<file path="config.mk">
export PLATFORM = sky130hd
export DESIGN_NAME = drtp_timer_pair
export DESIGN_NICKNAME = d
export VERILOG_FILES = /design/src/drtp_pkg.sv /design/src/drtp_timer_pair.sv
export SDC_FILE = /design/constraint.sdc
export NUM_CORES = 1
export LEC_CHECK = 0
export BUFFER_PORTS_ARGS = -buffer_cell sky130_fd_sc_hd__clkbuf_2
export CAP_MARGIN = 20
export CORE_MARGIN = 2
export CORE_UTILIZATION = 46
export CTS_CLUSTER_SIZE = 28
export DETAILED_ROUTE_END_ITERATION = 7
export SLEW_MARGIN = 20
export SYNTH_ARGS = -nofsm -noshare
export SYNTH_HDL_FRONTEND = slang
export SYNTH_SLANG_ARGS = --single-unit
</file>
<file path="constraint.sdc">
create_clock -name clk -period 6.3 [get_ports clk]
set_input_delay 0 -clock clk [delete_from_list [all_inputs] [get_ports clk]]
set_output_delay 0 -clock clk [all_outputs]
set_load 0.01 [all_outputs]
</file>
<file path="src/drtp_pkg.sv">
// Shared constants and carrier types for the dual reload timer pair.
package drtp_pkg;
	// Register byte addresses on the special function register port.
	localparam logic [15:0] ADDR_CTRL = 16'hff50;
	localparam logic [15:0] ADDR_IC_A = 16'hff9c;
	localparam logic [15:0] ADDR_IC_B = 16'hff9e;
	localparam logic [15:0] ADDR_CNT_A = 16'hfe50;
	localparam logic [15:0] ADDR_CNT_B = 16'hfe52;
	localparam logic [15:0] ADDR_REL_A = 16'hfe54;
	localparam logic [15:0] ADDR_REL_B = 16'hfe56;
	// Reset values and the writable bits of the shared control register.
	localparam logic [15:0] CTRL_RESET = 16'h0000;
	localparam logic [15:0] CTRL_WMASK = 16'h4f4f;
	localparam logic [7:0] IC_RESET = 8'h00;
	localparam logic [15:0] CNT_RESET = 16'h0000;
	localparam logic [15:0] CNT_MAX = 16'hffff;
	localparam logic [15:0] CNT_ONE = 16'h0001;
	// Field positions inside the shared control register.
	localparam int RUN_A_BIT = 6;
	localparam int MODE_A_BIT = 3;
	localparam int SEL_A_LSB = 0;
	localparam int RUN_B_BIT = 14;
	localparam int MODE_B_BIT = 11;
	localparam int SEL_B_LSB = 8;
	// Field positions inside each interrupt control register.
	localparam int IC_FLAG_BIT = 7;
	localparam int IC_EN_BIT = 6;
	localparam int IC_LEVEL_LSB = 2;
	localparam int IC_GROUP_LSB = 0;
	// Counter mode source codes in the low two bits of the select field.
	localparam logic [1:0] SRC_GPT = 2'h0;
	localparam logic [1:0] SRC_RISE = 2'h1;
	localparam logic [1:0] SRC_FALL = 2'h2;
	localparam logic [1:0] SRC_BOTH = 2'h3;
	// Timing: one state is two oscillator periods, and one state is one clk.
	localparam int OSC_PER_STATE = 2;
	localparam int BASE_DIV_OSC = 16;
	localparam int BASE_DIV_STATES = BASE_DIV_OSC / OSC_PER_STATE;
	localparam int PRE_W = 11;
	localparam logic [PRE_W-1:0] PRE_BASE_MASK = PRE_W'(BASE_DIV_STATES - 1);
	// Layout of the shared control register.
	typedef struct packed {
		logic rsv15;
		logic run_b;
		logic [1:0] rsv13;
		logic mode_b;
		logic [2:0] sel_b;
		logic rsv7;
		logic run_a;
		logic [1:0] rsv5;
		logic mode_a;
		logic [2:0] sel_a;
	} drtp_ctrl_s;
	// Layout of an interrupt control register.
	typedef struct packed {
		logic flag;
		logic enable;
		logic [3:0] priority_level;
		logic [1:0] group_priority;
	} drtp_ic_s;
endpackage

</file>
<file path="src/drtp_timer_pair.sv">
// Two 16-bit up-counting reload timers with their interrupt control registers.
`timescale 1ns/1ns

// Notes on behaviour
// - Timers count only while run bit set, except one due step of the second.
// - Mode bit one selects counter, zero timer mode.
// - Three-bit select field picks prescaler or source.
// - Reserved control bits do nothing, read zero.
// - Counters count upward; counts readable and writable.
// - CPU write beats a same-cycle increment or reload.
// - Timer mode divides oscillator by sixteen times power.
// - Wrap from all ones loads reload value.
// - Overflow period follows prescale times reload distance.
// - First tick within one interval, then exact.
// - Second timer serviced one state after first.
// - Select low bits 00 count general timer overflows.
// - Second timer counter mode other codes stops it.
// - First timer counts rising, falling or both pin edges.
// - Pin count rate at most oscillator over sixteen.
// - Pin edge reaches count within eight states.
// - Pin as output: port data bit clocks first timer.
// - Overflow sets the timer's request flag, bit 7.
// - Request forwarded only while enable bit 6 set.
// - Priority level bits 5:2, group bits 1:0.
// - Reset clears control register: stopped, timer mode.
module drtp_timer_pair (
	input wire logic clk,
	input wire logic rst,
	input wire logic [15:0] reg_addr,
	input wire logic reg_wr,
	input wire logic reg_rd,
	input wire logic [15:0] reg_wdata,
	output logic [15:0] reg_rdata,
	input wire logic external_count_pin,
	input wire logic count_pin_is_output,
	input wire logic count_pin_port_data,
	input wire logic general_timer_overflow_src,
	output logic timer_a_vector,
	output logic timer_b_vector
);

	drtp_pkg::drtp_ctrl_s timer_pair_control, next_timer_pair_control;
	drtp_pkg::drtp_ic_s timer_a_irq_control, next_timer_a_irq_control;
	drtp_pkg::drtp_ic_s timer_b_irq_control, next_timer_b_irq_control;
	logic [15:0] timer_a, next_timer_a, timer_b, next_timer_b;
	logic [15:0] timer_a_reload, next_timer_a_reload, timer_b_reload, next_timer_b_reload;
	logic [drtp_pkg::PRE_W-1:0] prescale, next_prescale;
	logic [2:0] pin_sync, next_pin_sync, gpt_sync, next_gpt_sync;
	logic pin_level, next_pin_level, gpt_level, next_gpt_level;
	logic inc_b_due, next_inc_b_due;
	logic [15:0] next_reg_rdata;
	logic next_timer_a_vector, next_timer_b_vector;
	logic pin_change, pin_rise, pin_fall, gpt_event;
	logic tick_a, tick_b, inc_a, inc_b_raw, ovf_a, ovf_b;
	logic wr_ctrl, wr_ic_a, wr_ic_b, wr_cnt_a, wr_cnt_b, wr_rel_a, wr_rel_b;
	logic [16:0] step_a, step_b;

	// True on the last clk of a prescale period of 8 << sel clocks.
	function automatic logic prescale_tick(input logic [drtp_pkg::PRE_W-1:0] cnt,
		input logic [2:0] sel);
		logic [drtp_pkg::PRE_W-1:0] mask;
		mask = drtp_pkg::PRE_W'({drtp_pkg::PRE_BASE_MASK, 7'h7f} >> (3'h7 - sel));
		return (cnt & mask) == mask;
	endfunction

	// One counting step; bit 16 of the result flags an overflow with reload.
	function automatic logic [16:0] count_step(input logic [15:0] cnt,
		input logic [15:0] rel, input logic [15:0] wdata, input logic inc, input logic wr);
		if (wr) begin
			return {1'b0, wdata};
		end else if (inc && cnt == drtp_pkg::CNT_MAX) begin
			return {1'b1, rel};
		end else if (inc) begin
			return {1'b0, cnt + drtp_pkg::CNT_ONE};
		end
		return {1'b0, cnt};
	endfunction

	// Address decode of the register port writes.
	assign wr_ctrl = reg_wr && reg_addr == drtp_pkg::ADDR_CTRL;
	assign wr_ic_a = reg_wr && reg_addr == drtp_pkg::ADDR_IC_A;
	assign wr_ic_b = reg_wr && reg_addr == drtp_pkg::ADDR_IC_B;
	assign wr_cnt_a = reg_wr && reg_addr == drtp_pkg::ADDR_CNT_A;
	assign wr_cnt_b = reg_wr && reg_addr == drtp_pkg::ADDR_CNT_B;
	assign wr_rel_a = reg_wr && reg_addr == drtp_pkg::ADDR_REL_A;
	assign wr_rel_b = reg_wr && reg_addr == drtp_pkg::ADDR_REL_B;

	// Input synchronisers; a level counts once the second and third stages agree.
	// Only the second stage reads the first, so metastability cannot reach the edge logic.
	always_comb begin
		next_pin_sync = {pin_sync[1:0],
			count_pin_is_output ? count_pin_port_data : external_count_pin};
		next_gpt_sync = {gpt_sync[1:0], general_timer_overflow_src};
		// Three stages and one count edge keep the pin latency near four states.
		pin_change = pin_sync[1] == pin_sync[2] && pin_sync[2] != pin_level;
		pin_rise = pin_change && pin_sync[2];
		pin_fall = pin_change && !pin_sync[2];
		gpt_event = gpt_sync[1] == gpt_sync[2] && gpt_sync[2] != gpt_level;
		next_pin_level = pin_change ? pin_sync[2] : pin_level;
		next_gpt_level = gpt_event ? gpt_sync[2] : gpt_level;
	end

	always_ff @(posedge clk or posedge rst) begin
		if (rst) begin
			pin_sync <= 3'h0;
			gpt_sync <= 3'h0;
			pin_level <= 1'b0;
			gpt_level <= 1'b0;
		end else begin
			pin_sync <= next_pin_sync;
			gpt_sync <= next_gpt_sync;
			pin_level <= next_pin_level;
			gpt_level <= next_gpt_level;
		end
	end

	// Free-running prescaler shared by both timers, so a newly started timer
	// sees its first tick within one period rather than exactly one period.
	always_comb begin
		next_prescale = prescale + drtp_pkg::PRE_W'(1);
		tick_a = prescale_tick(prescale, timer_pair_control.sel_a);
		tick_b = prescale_tick(prescale, timer_pair_control.sel_b);
	end

	// Increment sources for each timer, selected by mode and select field.
	always_comb begin
		inc_a = 1'b0;
		if (timer_pair_control.run_a) begin
			if (!timer_pair_control.mode_a) begin
				inc_a = tick_a;
			end else begin
				case (timer_pair_control.sel_a[1:0])
					drtp_pkg::SRC_GPT: inc_a = gpt_event;
					drtp_pkg::SRC_RISE: inc_a = pin_rise;
					drtp_pkg::SRC_FALL: inc_a = pin_fall;
					drtp_pkg::SRC_BOTH: inc_a = pin_change;
					default: inc_a = 1'b0;
				endcase
			end
		end
		inc_b_raw = 1'b0;
		if (timer_pair_control.run_b) begin
			if (!timer_pair_control.mode_b) begin
				inc_b_raw = tick_b;
			end else begin
				inc_b_raw = gpt_event && timer_pair_control.sel_b[1:0] == drtp_pkg::SRC_GPT;
			end
		end
		// The second timer acts one state late so both never update in one state while both use the prescaler or both use the general timer source.
		next_inc_b_due = inc_b_raw;
	end

	// Counts, reloads and control; a CPU write takes the place of a due step.
	always_comb begin
		step_a = count_step(timer_a, timer_a_reload, reg_wdata, inc_a, wr_cnt_a);
		step_b = count_step(timer_b, timer_b_reload, reg_wdata, inc_b_due, wr_cnt_b);
		ovf_a = step_a[16];
		ovf_b = step_b[16];
		next_timer_a = step_a[15:0];
		next_timer_b = step_b[15:0];
		next_timer_a_reload = wr_rel_a ? reg_wdata : timer_a_reload;
		next_timer_b_reload = wr_rel_b ? reg_wdata : timer_b_reload;
		next_timer_pair_control = wr_ctrl ? drtp_pkg::drtp_ctrl_s'(reg_wdata & drtp_pkg::CTRL_WMASK)
			: timer_pair_control;
	end

	always_ff @(posedge clk or posedge rst) begin
		if (rst) begin
			timer_pair_control <= drtp_pkg::CTRL_RESET;
			prescale <= '0;
			inc_b_due <= 1'b0;
			timer_a <= drtp_pkg::CNT_RESET;
			timer_b <= drtp_pkg::CNT_RESET;
			timer_a_reload <= drtp_pkg::CNT_RESET;
			timer_b_reload <= drtp_pkg::CNT_RESET;
		end else begin
			timer_pair_control <= next_timer_pair_control;
			prescale <= next_prescale;
			inc_b_due <= next_inc_b_due;
			timer_a <= next_timer_a;
			timer_b <= next_timer_b;
			timer_a_reload <= next_timer_a_reload;
			timer_b_reload <= next_timer_b_reload;
		end
	end

	// Interrupt control: an overflow sets the flag even when software clears it
	// in the same cycle, so no request is lost.
	always_comb begin
		next_timer_a_irq_control = wr_ic_a ? drtp_pkg::drtp_ic_s'(reg_wdata[7:0])
			: timer_a_irq_control;
		next_timer_b_irq_control = wr_ic_b ? drtp_pkg::drtp_ic_s'(reg_wdata[7:0])
			: timer_b_irq_control;
		if (ovf_a) begin
			next_timer_a_irq_control.flag = 1'b1;
		end
		if (ovf_b) begin
			next_timer_b_irq_control.flag = 1'b1;
		end
		next_timer_a_vector = timer_a_irq_control.flag && timer_a_irq_control.enable;
		next_timer_b_vector = timer_b_irq_control.flag && timer_b_irq_control.enable;
	end

	always_ff @(posedge clk or posedge rst) begin
		if (rst) begin
			timer_a_irq_control <= drtp_pkg::IC_RESET;
			timer_b_irq_control <= drtp_pkg::IC_RESET;
			timer_a_vector <= 1'b0;
			timer_b_vector <= 1'b0;
		end else begin
			timer_a_irq_control <= next_timer_a_irq_control;
			timer_b_irq_control <= next_timer_b_irq_control;
			timer_a_vector <= next_timer_a_vector;
			timer_b_vector <= next_timer_b_vector;
		end
	end

	// Read data is registered and holds until the next read; unmapped reads give zero.
	always_comb begin
		next_reg_rdata = reg_rdata;
		if (reg_rd) begin
			case (reg_addr)
				drtp_pkg::ADDR_CTRL: next_reg_rdata = timer_pair_control;
				drtp_pkg::ADDR_IC_A: next_reg_rdata = {8'h00, timer_a_irq_control};
				drtp_pkg::ADDR_IC_B: next_reg_rdata = {8'h00, timer_b_irq_control};
				drtp_pkg::ADDR_CNT_A: next_reg_rdata = timer_a;
				drtp_pkg::ADDR_CNT_B: next_reg_rdata = timer_b;
				drtp_pkg::ADDR_REL_A: next_reg_rdata = timer_a_reload;
				drtp_pkg::ADDR_REL_B: next_reg_rdata = timer_b_reload;
				default: next_reg_rdata = 16'h0000;
			endcase
		end
	end

	always_ff @(posedge clk or posedge rst) begin
		if (rst) begin
			reg_rdata <= 16'h0000;
		end else begin
			reg_rdata <= next_reg_rdata;
		end
	end
endmodule

</file>
# [Yosys cells after proc, flatten, opt, wreduce, memory -nomap -nowiden]
# Cells that the tools add are included.
[totals] elab_cells=100 inputBits=40 regBits=128 out_inout_bits=18
[classes] add_sub_neg=5 bitwise_logic=2 eq_ne=18 n_mux=25 reduce_logical=21 n_shift=2
[ops] op="16-bit equality test, second input constant" n=9
[ops] op="17-bit two-way mux" n=8
[ops] op="16-bit one-hot mux with 7 select lines" n=1
[ops] op="16-bit by 1-bit adder with 16-bit output, second input constant" n=2
[ops] op="11-bit AND" n=2
[ops] op="11-bit equality test" n=2
[ops] op="10-bit by 3-bit >> shifter with 11-bit output, first input constant" n=2
[ops] op="1-bit logical AND" n=16
[ops] op="8-bit two-way mux" n=2
[ops] op="1-bit two-way mux" n=13
[ops] op="11-bit by 1-bit adder with 11-bit output, second input constant" n=1
[ops] op="3-bit subtractor, first input constant" n=2
[ops] op="2-bit equality test, second input constant" n=2
[ops] op="2-bit zero test" n=2
[ops] op="1-bit one-hot mux with 4 select lines" n=1
[ops] op="2-bit nonzero test" n=2
[ops] op="1-bit equality test" n=2
[ops] op="2-bit by 1-bit equality test with 1-bit output, second input constant" n=1
[ops] op="1-bit inequality test" n=2
[ops] op="1-bit zero test" n=1

# [Depth between registers and ports, before layout]
# Gate-level depths: netlist of the first run.
[depth] word_depth=11 mapped_depth=10 ltp_nobuf=8

# [Worst setup path after synthesis of the first run]
# No wires, ideal clock.
[synth_path] path_type="reg2reg" startpoint="reg timer_pair_control[0] (netlist name)" endpoint="reg timer_a[6]" setup_time_ns=0.121 stages_incl_launch_ff=10 required_ns=6.179 path_buffers=1 setup_slack_ns=4.207 period_less_slack_ns=2.093 arrival_ns=1.972 cell_sequence="dfrtp_1 inv_1 ha_1 xor2_1 a21o_1 a221o_2 and2_1 buf_4 a41o_1 a22o_1"
[synth_between] elab_chain_cells=9 elab_cells_between_ends=17 classes_between="add/sub (1); eq/ne (4); shift (1); mux (8); bitwise (1); reduce/logical (2)"
[synth_lines] item="start: declaration" line="drtp_timer_pair.sv:42" source="drtp_pkg::drtp_ctrl_s timer_pair_control, next_timer_pair_control;"
[synth_lines] item="start signal: assignment" line="drtp_timer_pair.sv:169" source="timer_pair_control <= drtp_pkg::CTRL_RESET;"
[synth_lines] item="start signal: assignment" line="drtp_timer_pair.sv:177" source="timer_pair_control <= next_timer_pair_control;"
[synth_lines] item="3-bit subtractor" line="drtp_timer_pair.sv:62" source="mask = drtp_pkg::PRE_W'({drtp_pkg::PRE_BASE_MASK, 7'h7f} >> (3'h7 - sel));"
[synth_lines] item="10-bit by 3-bit >> shifter with 11-bit output" line="drtp_timer_pair.sv:62"
[synth_lines] item="11-bit AND" line="drtp_timer_pair.sv:63" source="return (cnt & mask) == mask;"
[synth_lines] item="11-bit equality test" line="drtp_timer_pair.sv:63"
[synth_lines] item="1-bit two-way mux *" line="drtp_timer_pair.sv:129" source="if (!timer_pair_control.mode_a) begin"
[synth_lines] item="1-bit two-way mux *" line="drtp_timer_pair.sv:128" source="if (timer_pair_control.run_a) begin"
[synth_lines] item="1-bit two-way mux or 1-bit logical AND (tied branches)" line="drtp_timer_pair.sv:73, drtp_timer_pair.sv:71"
[synth_lines] item="1-bit two-way mux or 17-bit two-way mux (tied branches)" line="drtp_timer_pair.sv:71" source="end else if (inc && cnt == drtp_pkg::CNT_MAX) begin"
[synth_lines] item="1-bit two-way mux or 17-bit two-way mux (tied branches)" line="drtp_timer_pair.sv:69" source="if (wr) begin"
[synth_lines] item="end signal: assignment" line="drtp_timer_pair.sv:172" source="timer_a <= drtp_pkg::CNT_RESET;"
[synth_lines] item="end signal: assignment" line="drtp_timer_pair.sv:180" source="timer_a <= next_timer_a;"
[synth_lines] item="end: declaration" line="drtp_timer_pair.sv:45" source="logic [15:0] timer_a, next_timer_a, timer_b, next_timer_b;"
# Mark *: on every way between the ends. The rest lies on a longest branch, timed or not.
# A chain may end at the register's enable or synchronous reset.

# [Worst setup path after layout of the first run]
[layout_path] startpoint="reg timer_pair_control[1] (netlist name)" endpoint="reg timer_a[13]"
# Same word-level chain as after synthesis.

==> results.ini, run 1 <==
[status]
status=completed

[critical_path]
endpoint_kind=flip-flop
path_max_fanout=16
crit_required_ps=6590
startpoint_type=flip-flop
slowest_delay_ps=580
critPathKind=reg -> reg
cp.arrival_ps=2850
slowest_stage=and2_1
path_cells=ha_1 > nor2b_1 > o311a_1 > a211oi_4 > and2_1 > a41o_1 > o21ai_0

[pwr]
power.density_nw_per_um2=263
p_int_w=0.00158
clkPwrFrac_pct=47.3
netSwitchingFraction_pct=26.0
power_frac_comb_pct=10.3
p_leak_nw=3.67
peakVddDrop_uv=241
p_seq_share_pct=42.4
p_switching_w=0.000557

[cts]
clk_pin_slew_ps=60
cts_tree=done
cts_buffers=17
clk_latency_ps=420
postCtsSetupBuffers=0
clock_sinks=127
clock_tree.root_cell=clkbuf_16
htreeDepth=4
clk_path_buf_depth=2

[sta]
finalCriticalPeriod_ps=2550
rsz0062_at_grt=false
slew_viol_final=0
fin_tns_setup_ps=0
fin_ws_ps=3750
hold_viol=0
finalCritPeriodShare_pct=40.5
fmax_ghz=0.392
worstMarginPinSlew_ps=957
setup-violations-final=0
slew_headroom_pct=36.0
clock_skew_ps=6.24

[synth]
synth_top_area_share_pct=45.5
synthTopCellsByCount=dfrtp_1 (127), nand2_1 (63), mux2_2 (50), nor2_1 (43), o21ai_0 (29)
synth_edf_count=0
synth_flop_cell=dfrtp_1
synth_cells=671
synth_area_leaders=dfrtp_1 (45%), mux2_2 (8.1%), nand2_1 (3.4%)
synth_seq_cells=127
yosysWarnings=0
syn-cell-area_um2=6990
syn_area_per_cell_um2=10.4
seq_area_frac_synth_pct=45.5
synth_nets=717
async_reset_ff_share_pct=100
synthMostInstantiatedCell=dfrtp_1
yosys.area.top_type=dfrtp_1
synth_cell_type_count=74

[placement]
placed_cells=885
dpl_cell_area_um2=7310
hpwl_um=13700
place.gp.congestion=0.956
port_buffers=57
place_ws_ps=3790

[grt]
grt_pass1_vias=5553
grt_use_total_pct=25.3
antenna_found_initial=0
grt_max_degree=67
grt-ovfl-total=0
grt_pass1_wl_um=31100

[route]
drt-initial-drc-count=555
drc_errors=0
vias=5681
first_pass_iters=5
ant_nets=0
wl_um=19600
wire_per_inst_um=21.0
drt-vias-per-instance=6.06

[hold_path]
hold_class=in -> reg

[layout]
final_layout_size_suffix_gt1_share_pct=23.5
final_nets=782
diodes=0
fin_cells=937
fin_area_um2=8120
fill_cells=1375
area_growth_pct=16.2

[floorplanning]
core_um2=15000
die_height_um=127
initial_core_util_pct=46.5
die_width_um=127
rows=45
ios=58
dieArea_um2=16200

[job]
cap_violations=0

critical path: cells and delay by family, from the launching register on:
kind	cells	cell delay, ps
compound gates	4	1020
simple gates	2	720
flops	1	440
fa+ha+maj	1	250
kinds of logic (layout without fill, tap and decap cells):
family,Yosys count,count (layout),synth area share (%)
XOR/XNOR,17,17,2.13
multiplexers,73,73,12.1
flip-flops,127,127,45.5
buffers and inverters,58,136,4.47
AND/OR/NAND/NOR,223,223,17.9
AO/OA/AOI/OAI,165,165,16.7
adder cells (fa/ha/maj),8,8,1.36
sequential cells by signal (all words and copies together), names as in the netlist:
register	flops
gpt_level	1
gpt_sync	3
inc_b_due	1
pin_level	1
pin_sync	3
prescale	10
reg_rdata	16
timer_a	16
timer_a_irq_control	8
timer_a_reload	16
timer_a_vector	1
timer_b	16
timer_b_irq_control	8
timer_b_reload	16
timer_b_vector	1
timer_pair_control	10
power groups by stage:
stage               clock (W)  combinational [W]  sequential, W
global placement            0           0.000205       0.000919
finish                0.00101           0.000220       0.000907
CTS                   0.00103           0.000221       0.000906
global route          0.00107           0.000245       0.000914
floorplan                   0           0.000158       0.000902
detailed placement          0           0.000208       0.000922
what timing repair did:
| action | 4_1_cts | 5_1_grt |
|---|---|---|
| endpoints found under the hold margin | 139 | 0 |
| gates resized for setup | 0 | 0 |
| hold buffers | 20 | 0 |
placed cells by master (no fill, tap or decap), types with 6 or more instances in the layout:
cell type      Yosys  final
nor3_4             5      6
o21ai_0           29     29
clkbuf_2           0     57
mux2_4            10     10
nand4_1           14     14
a21o_1             9      9
a21oi_1           27     27
and2_1             7      7
ha_1               6      6
nor3_1            13     13
a31oi_1            7      7
a221oi_1          13     13
dlygate4sd3_1      0     20
inv_1             26     25
mux2i_1           13     13
xor2_1             6      6
and3_1            16     16
a22oi_1            8      8
nand2_1           63     63
mux2_2            50     50
nand3_1           22     22
nor2_1            43     43
o22ai_1           11     11
clkinv_4           0      6
xnor2_1           11     11
clkbuf_16          0     17
dfrtp_1          127    127
a32oi_1            6      6
area by class of cell:
| type | count | area [um2] | area share (%) |
|---|---|---|---|
| Multi-Input combinational cell | 486 | 3510 | 43.2 |
| Tap cell | 188 | 235 | 2.90 |
| Clock buffer | 19 | 443 | 5.45 |
| Timing Repair Buffer | 78 | 493 | 6.07 |
| Inverter | 26 | 100 | 1.23 |
| Sequential cell | 127 | 3180 | 39.1 |
| Clock inverter | 13 | 165 | 2.03 |
per-stage QoR:
step | util (%) | power, W | hold slack [ps]
final | 54.0 | 0.00214 | 133
after global routing | 54.0 | 0.00223 | 150
after CTS | 54.0 | 0.00215 | 117
after detailed placement | 48.6 | 0.00113 | 110
after global placement | 48.6 | 0.00112 | 110
after floorplan | - | 0.00106 | 31.4
path summary, 6_finish.rpt:
kind | depth (start not counted) | startpoint | slack, ps | end
worst max-delay path | 7 | timer_pair_control[1]$_DFFE_PP0P_ | 3750 | timer_a[13]$_DFFE_PP0P_
min in group asynchronous | 3 | rst | 280 | timer_a_irq_control[1]$_DFFE_PP0P_
worst max register to register | 7 | timer_pair_control[1]$_DFFE_PP0P_ | 3750 | timer_a[13]$_DFFE_PP0P_
worst min-delay path | 4 | reg_wr | 130 | timer_a[14]$_DFFE_PP0P_
max in group asynchronous | 4 | rst | 4640 | timer_b[12]$_DFFE_PP0N_
worst min register to register | 0 | gpt_sync[0]$_DFF_PP0_ | 350 | gpt_sync[1]$_DFF_PP0_
layer usage:
layer	share of wire, %	global-route usage, %	vias to the layer above
met3	5.7	6.66	28
met4	2.0	7.63	0
met1	45	34.7	2853
met2	47	39.5	178
li1	-	-	2622
met5	0	0	-
Note: power is estimated with default switching activity, not from simulation.
==> run 2: changes to the inputs <==
--- a/config.mk
+++ b/config.mk
@@ -5,12 +5,14 @@
 export SDC_FILE = /design/constraint.sdc
 export NUM_CORES = 1
 export LEC_CHECK = 0
+export ABC_AREA = 1
 export BUFFER_PORTS_ARGS = -buffer_cell sky130_fd_sc_hd__clkbuf_2
 export CAP_MARGIN = 20
 export CORE_MARGIN = 2
 export CORE_UTILIZATION = 46
 export CTS_CLUSTER_SIZE = 28
 export DETAILED_ROUTE_END_ITERATION = 7
+export PLACE_DENSITY = 0.66
 export SLEW_MARGIN = 20
 export SYNTH_ARGS = -nofsm -noshare
 export SYNTH_HDL_FRONTEND = slang
==> constraint.sdc (replaced) <==
create_clock -name clk -period 2.15 [get_ports clk]
set_input_delay 0 -clock clk [delete_from_list [all_inputs] [get_ports clk]]
set_output_delay 0 -clock clk [all_outputs]
set_load 0.01 [all_outputs]
==> run 2 against run 1 <==
Compared with the run above: non-clock buffer count increased by 31; setup slack lost 3600 ps; global-route usage increased by 2.2 points; count of clock-buffer cells in the layout rose by 1; critical endpoint is now timer_a[3]$_DFFE_PP0P_; sequential share of layout area is 2.6 points lower; register-to-register slack worse by 3600 ps.
==> results.ini, run 2 <==
[cts]
clk_latency_ps=430  ; was 420 ps
clock_sinks=127  ; unchanged
cts_buffers=17  ; unchanged
clock_tree.root_cell=clkbuf_16  ; unchanged
clk_pin_slew_ps=60  ; about the same
postCtsSetupBuffers=0  ; unchanged
clk_path_buf_depth=2  ; unchanged
htreeDepth=4  ; unchanged
cts_tree=done  ; unchanged

[synth]
async_reset_ff_share_pct=100  ; unchanged
synth_nets=1012  ; was 717
yosys.area.top_type=dfrtp_1  ; unchanged
synth_flop_cell=dfrtp_1  ; unchanged
syn_area_per_cell_um2=7.54  ; was 10.4 um2
synthTopCellsByCount=nand2_1 (269), dfrtp_1 (127), inv_1 (108), nor2_1 (77), o21ai_0 (77)  ; was dfrtp_1 (127), nand2_1 (63), mux2_2 (50), nor2_1 (43), o21ai_0 (29)
synthMostInstantiatedCell=nand2_1  ; was dfrtp_1
synth_edf_count=0  ; unchanged
yosysWarnings=0  ; unchanged
seq_area_frac_synth_pct=43.6  ; was 45.5%
syn-cell-area_um2=7290  ; was 6990 um2
synth_top_area_share_pct=43.6  ; was 45.5%
synth_seq_cells=127  ; unchanged
synth_cells=966  ; was 671
synth_cell_type_count=54  ; was 74
synth_area_leaders=dfrtp_1 (44%), nand2_1 (14%), inv_1 (5.6%)  ; was dfrtp_1 (45%), mux2_2 (8.1%), nand2_1 (3.4%)

[sta]
slew_viol_final=0  ; unchanged
setup-violations-final=0  ; unchanged
clock_skew_ps=7.66  ; was 6.24 ps
fin_tns_setup_ps=0  ; unchanged
worstMarginPinSlew_ps=562  ; was 957 ps
finalCritPeriodShare_pct=91.9  ; was 40.5%
hold_viol=0  ; unchanged
slew_headroom_pct=62.3  ; was 36.0%
rsz0062_at_grt=false  ; unchanged
fmax_ghz=0.506  ; was 0.392 GHz
finalCriticalPeriod_ps=1980  ; was 2550 ps

[grt]
grt_use_total_pct=27.5  ; was 25.3%
grt_pass1_wl_um=34700  ; was 31,100 um
grt-ovfl-total=0  ; unchanged
antenna_found_initial=0  ; unchanged
grt_max_degree=88  ; was 67
grt_pass1_vias=6323  ; was 5,553

[floorplanning]
initial_core_util_pct=46.5  ; about the same
die_width_um=130  ; was 127 um
die_height_um=130  ; was 127 um
rows=46  ; was 45
core_um2=15700  ; was 15,000 um2
dieArea_um2=16900  ; was 16,200 um2
ios=58  ; unchanged

[pwr]
p_seq_share_pct=45.2  ; was 42.4%
power.density_nw_per_um2=615  ; was 263 nW/um2
p_leak_nw=4.24  ; was 3.67 nW
clkPwrFrac_pct=50.4  ; was 47.3%
netSwitchingFraction_pct=24.4  ; was 26.0%
p_int_w=0.00404  ; was 0.00158 W
power_frac_comb_pct=4.3  ; was 10.3%
peakVddDrop_uv=554  ; was 241 uV
p_switching_w=0.00131  ; was 0.000557 W

[route]
vias=6799  ; was 5,681
wl_um=21900  ; was 19,600 um
wire_per_inst_um=17.0  ; was 21.0 um
met2_length_um=9800  ; was 9240 um
drt-vias-per-instance=5.27  ; was 6.06
routedLengthMet1_um=10200  ; was 8870 um
met3_length_um=1370  ; was 1120 um
ant_nets=0  ; unchanged
first_pass_iters=5  ; unchanged
drc_errors=0  ; unchanged
drt-initial-drc-count=696  ; was 555
routed.top_layer=met4  ; unchanged

[layout]
final_nets=1109  ; was 782
final_common_cell=nand2_1  ; was dfrtp_1
final_cell_mix=nand2_1 (269), dfrtp_1 (126), inv_1 (107), nor2_1 (77), o21ai_0 (76)  ; was dfrtp_1 (127), nand2_1 (63), clkbuf_2 (57), mux2_2 (50), nor2_1 (43)
final_layout_size_suffix_gt1_share_pct=16.9  ; was 23.5%
diodes=0  ; unchanged
fin_cells=1291  ; was 937
area_growth_pct=19.3  ; was 16.2%
fill_cells=1537  ; was 1,375

[placement]
placed_cells=1242  ; was 885
place.gp.congestion=0.965  ; was 0.956
port_buffers=57  ; unchanged
hpwl_um=15900  ; was 13,700 um

[critical_path]
path_max_fanout=9  ; was 16
startpoint_type=flip-flop  ; unchanged
timing.rr.start=timer_pair_control[1]$_DFFE_PP0P_  ; unchanged
critPathKind=reg -> reg  ; unchanged
cp.arrival_ps=2300  ; was 2850 ps
endpoint_kind=flip-flop  ; unchanged
crit_required_ps=2470  ; was 6590 ps
startpoint=timer_pair_control[1]$_DFFE_PP0P_  ; unchanged

[status]
status=completed  ; unchanged

[job]
cap_violations=0  ; unchanged

[hold_path]
hp-start=reg_wdata[7]  ; was reg_wr
hold_class=in -> reg  ; unchanged

run 2: path summary, 6_finish.rpt:
check,end,cells after the start,slack [ps]
worst max-delay path,timer_a[3]$_DFFE_PP0P_,14,170
worst min-delay path,timer_b_reload[7]$_DFFE_PP0P_,3,20
worst max register to register,timer_a[3]$_DFFE_PP0P_,14,170
worst min register to register,gpt_sync[1]$_DFF_PP0_,0,360
max in group asynchronous,timer_a_reload[11]$_DFFE_PP0P_,4,1470
min in group asynchronous,timer_pair_control[10]$_DFFE_PP0P_,4,250
run 2: metal layers:
layer	global-route usage, %	vias to the layer above
met5	0	-
met4	10.3	0
met3	4.88	37
met2	42.0	242
met1	39.3	3183
li1	-	3337
run 2: cells by family after synthesis:
logic type	after synthesis	synth area share, %
adder cells (fa/ha/maj)	6	1.03
AND/OR/NAND/NOR	487	30.4
flip-flops	127	43.6
XOR/XNOR	26	3.13
AO/OA/AOI/OAI	168	13.2
multiplexers	1	0.155
buffers and inverters	151	8.52
run 2: what timing repair did:
item,CTS,global route
gates resized for setup,0,5
hold buffers,18,0
endpoints found under the setup margin,0,17
hold endpoints to repair,156,0
run 2: layout make-up:
type | instances | area, um2 | area share (%)
multi-input combinational | 688 | 3500 | 40.3
sequential | 127 | 3180 | 36.6
timing repair buffer | 109 | 733 | 8.44
clock buffer | 20 | 467 | 5.37
inverter | 120 | 458 | 5.27
tap | 216 | 270 | 3.11
clock inverter | 11 | 83.8 | 0.964
run 2: metrics by stage:
| step | instance area [um2] | utilization (%) | setup slack (ps) | hold slack (ps) | power, W |
|---|---|---|---|---|---|
| after floorplan | 7290 | - | 386 | 31.4 | 0.00256 |
| after global placement | 7950 | 50.8 | 162 | 110 | 0.00267 |
| after detailed placement | 7950 | 50.8 | 119 | 110 | 0.00267 |
| after CTS | 8680 | 55.4 | 85.8 | 2.66 | 0.00537 |
| after global routing | 8690 | 55.5 | 7.78 | 32.0 | 0.00551 |
| final | 8690 | 55.5 | 173 | 19.0 | 0.00535 |
run 2: power groups by stage:
| stage | Clock [W] | Sequential [W] | Combinational [W] |
|---|---|---|---|
| final | 0.00270 | 0.00242 | 0.000231 |
| after global routing | 0.00283 | 0.00242 | 0.000259 |
| after CTS | 0.00272 | 0.00242 | 0.000232 |
| after detailed placement | 0 | 0.00246 | 0.000207 |
| after global placement | 0 | 0.00246 | 0.000205 |
| after floorplan | 0 | 0.00246 | 0.000100 |
run 2: critical path, stage by stage, from the launching register on:
cell     delay, ps
dfrtp_2        450
inv_1           70
ha_2           200
nand2_1         60
nand2_1         50
nand2_1         50
nor2_1         130
nand2_1         80
nand2_2        100
nand3_4        110
buf_4          210
a21oi_1        160
nand2_1         60
nor2_1          90
nor2_1          50
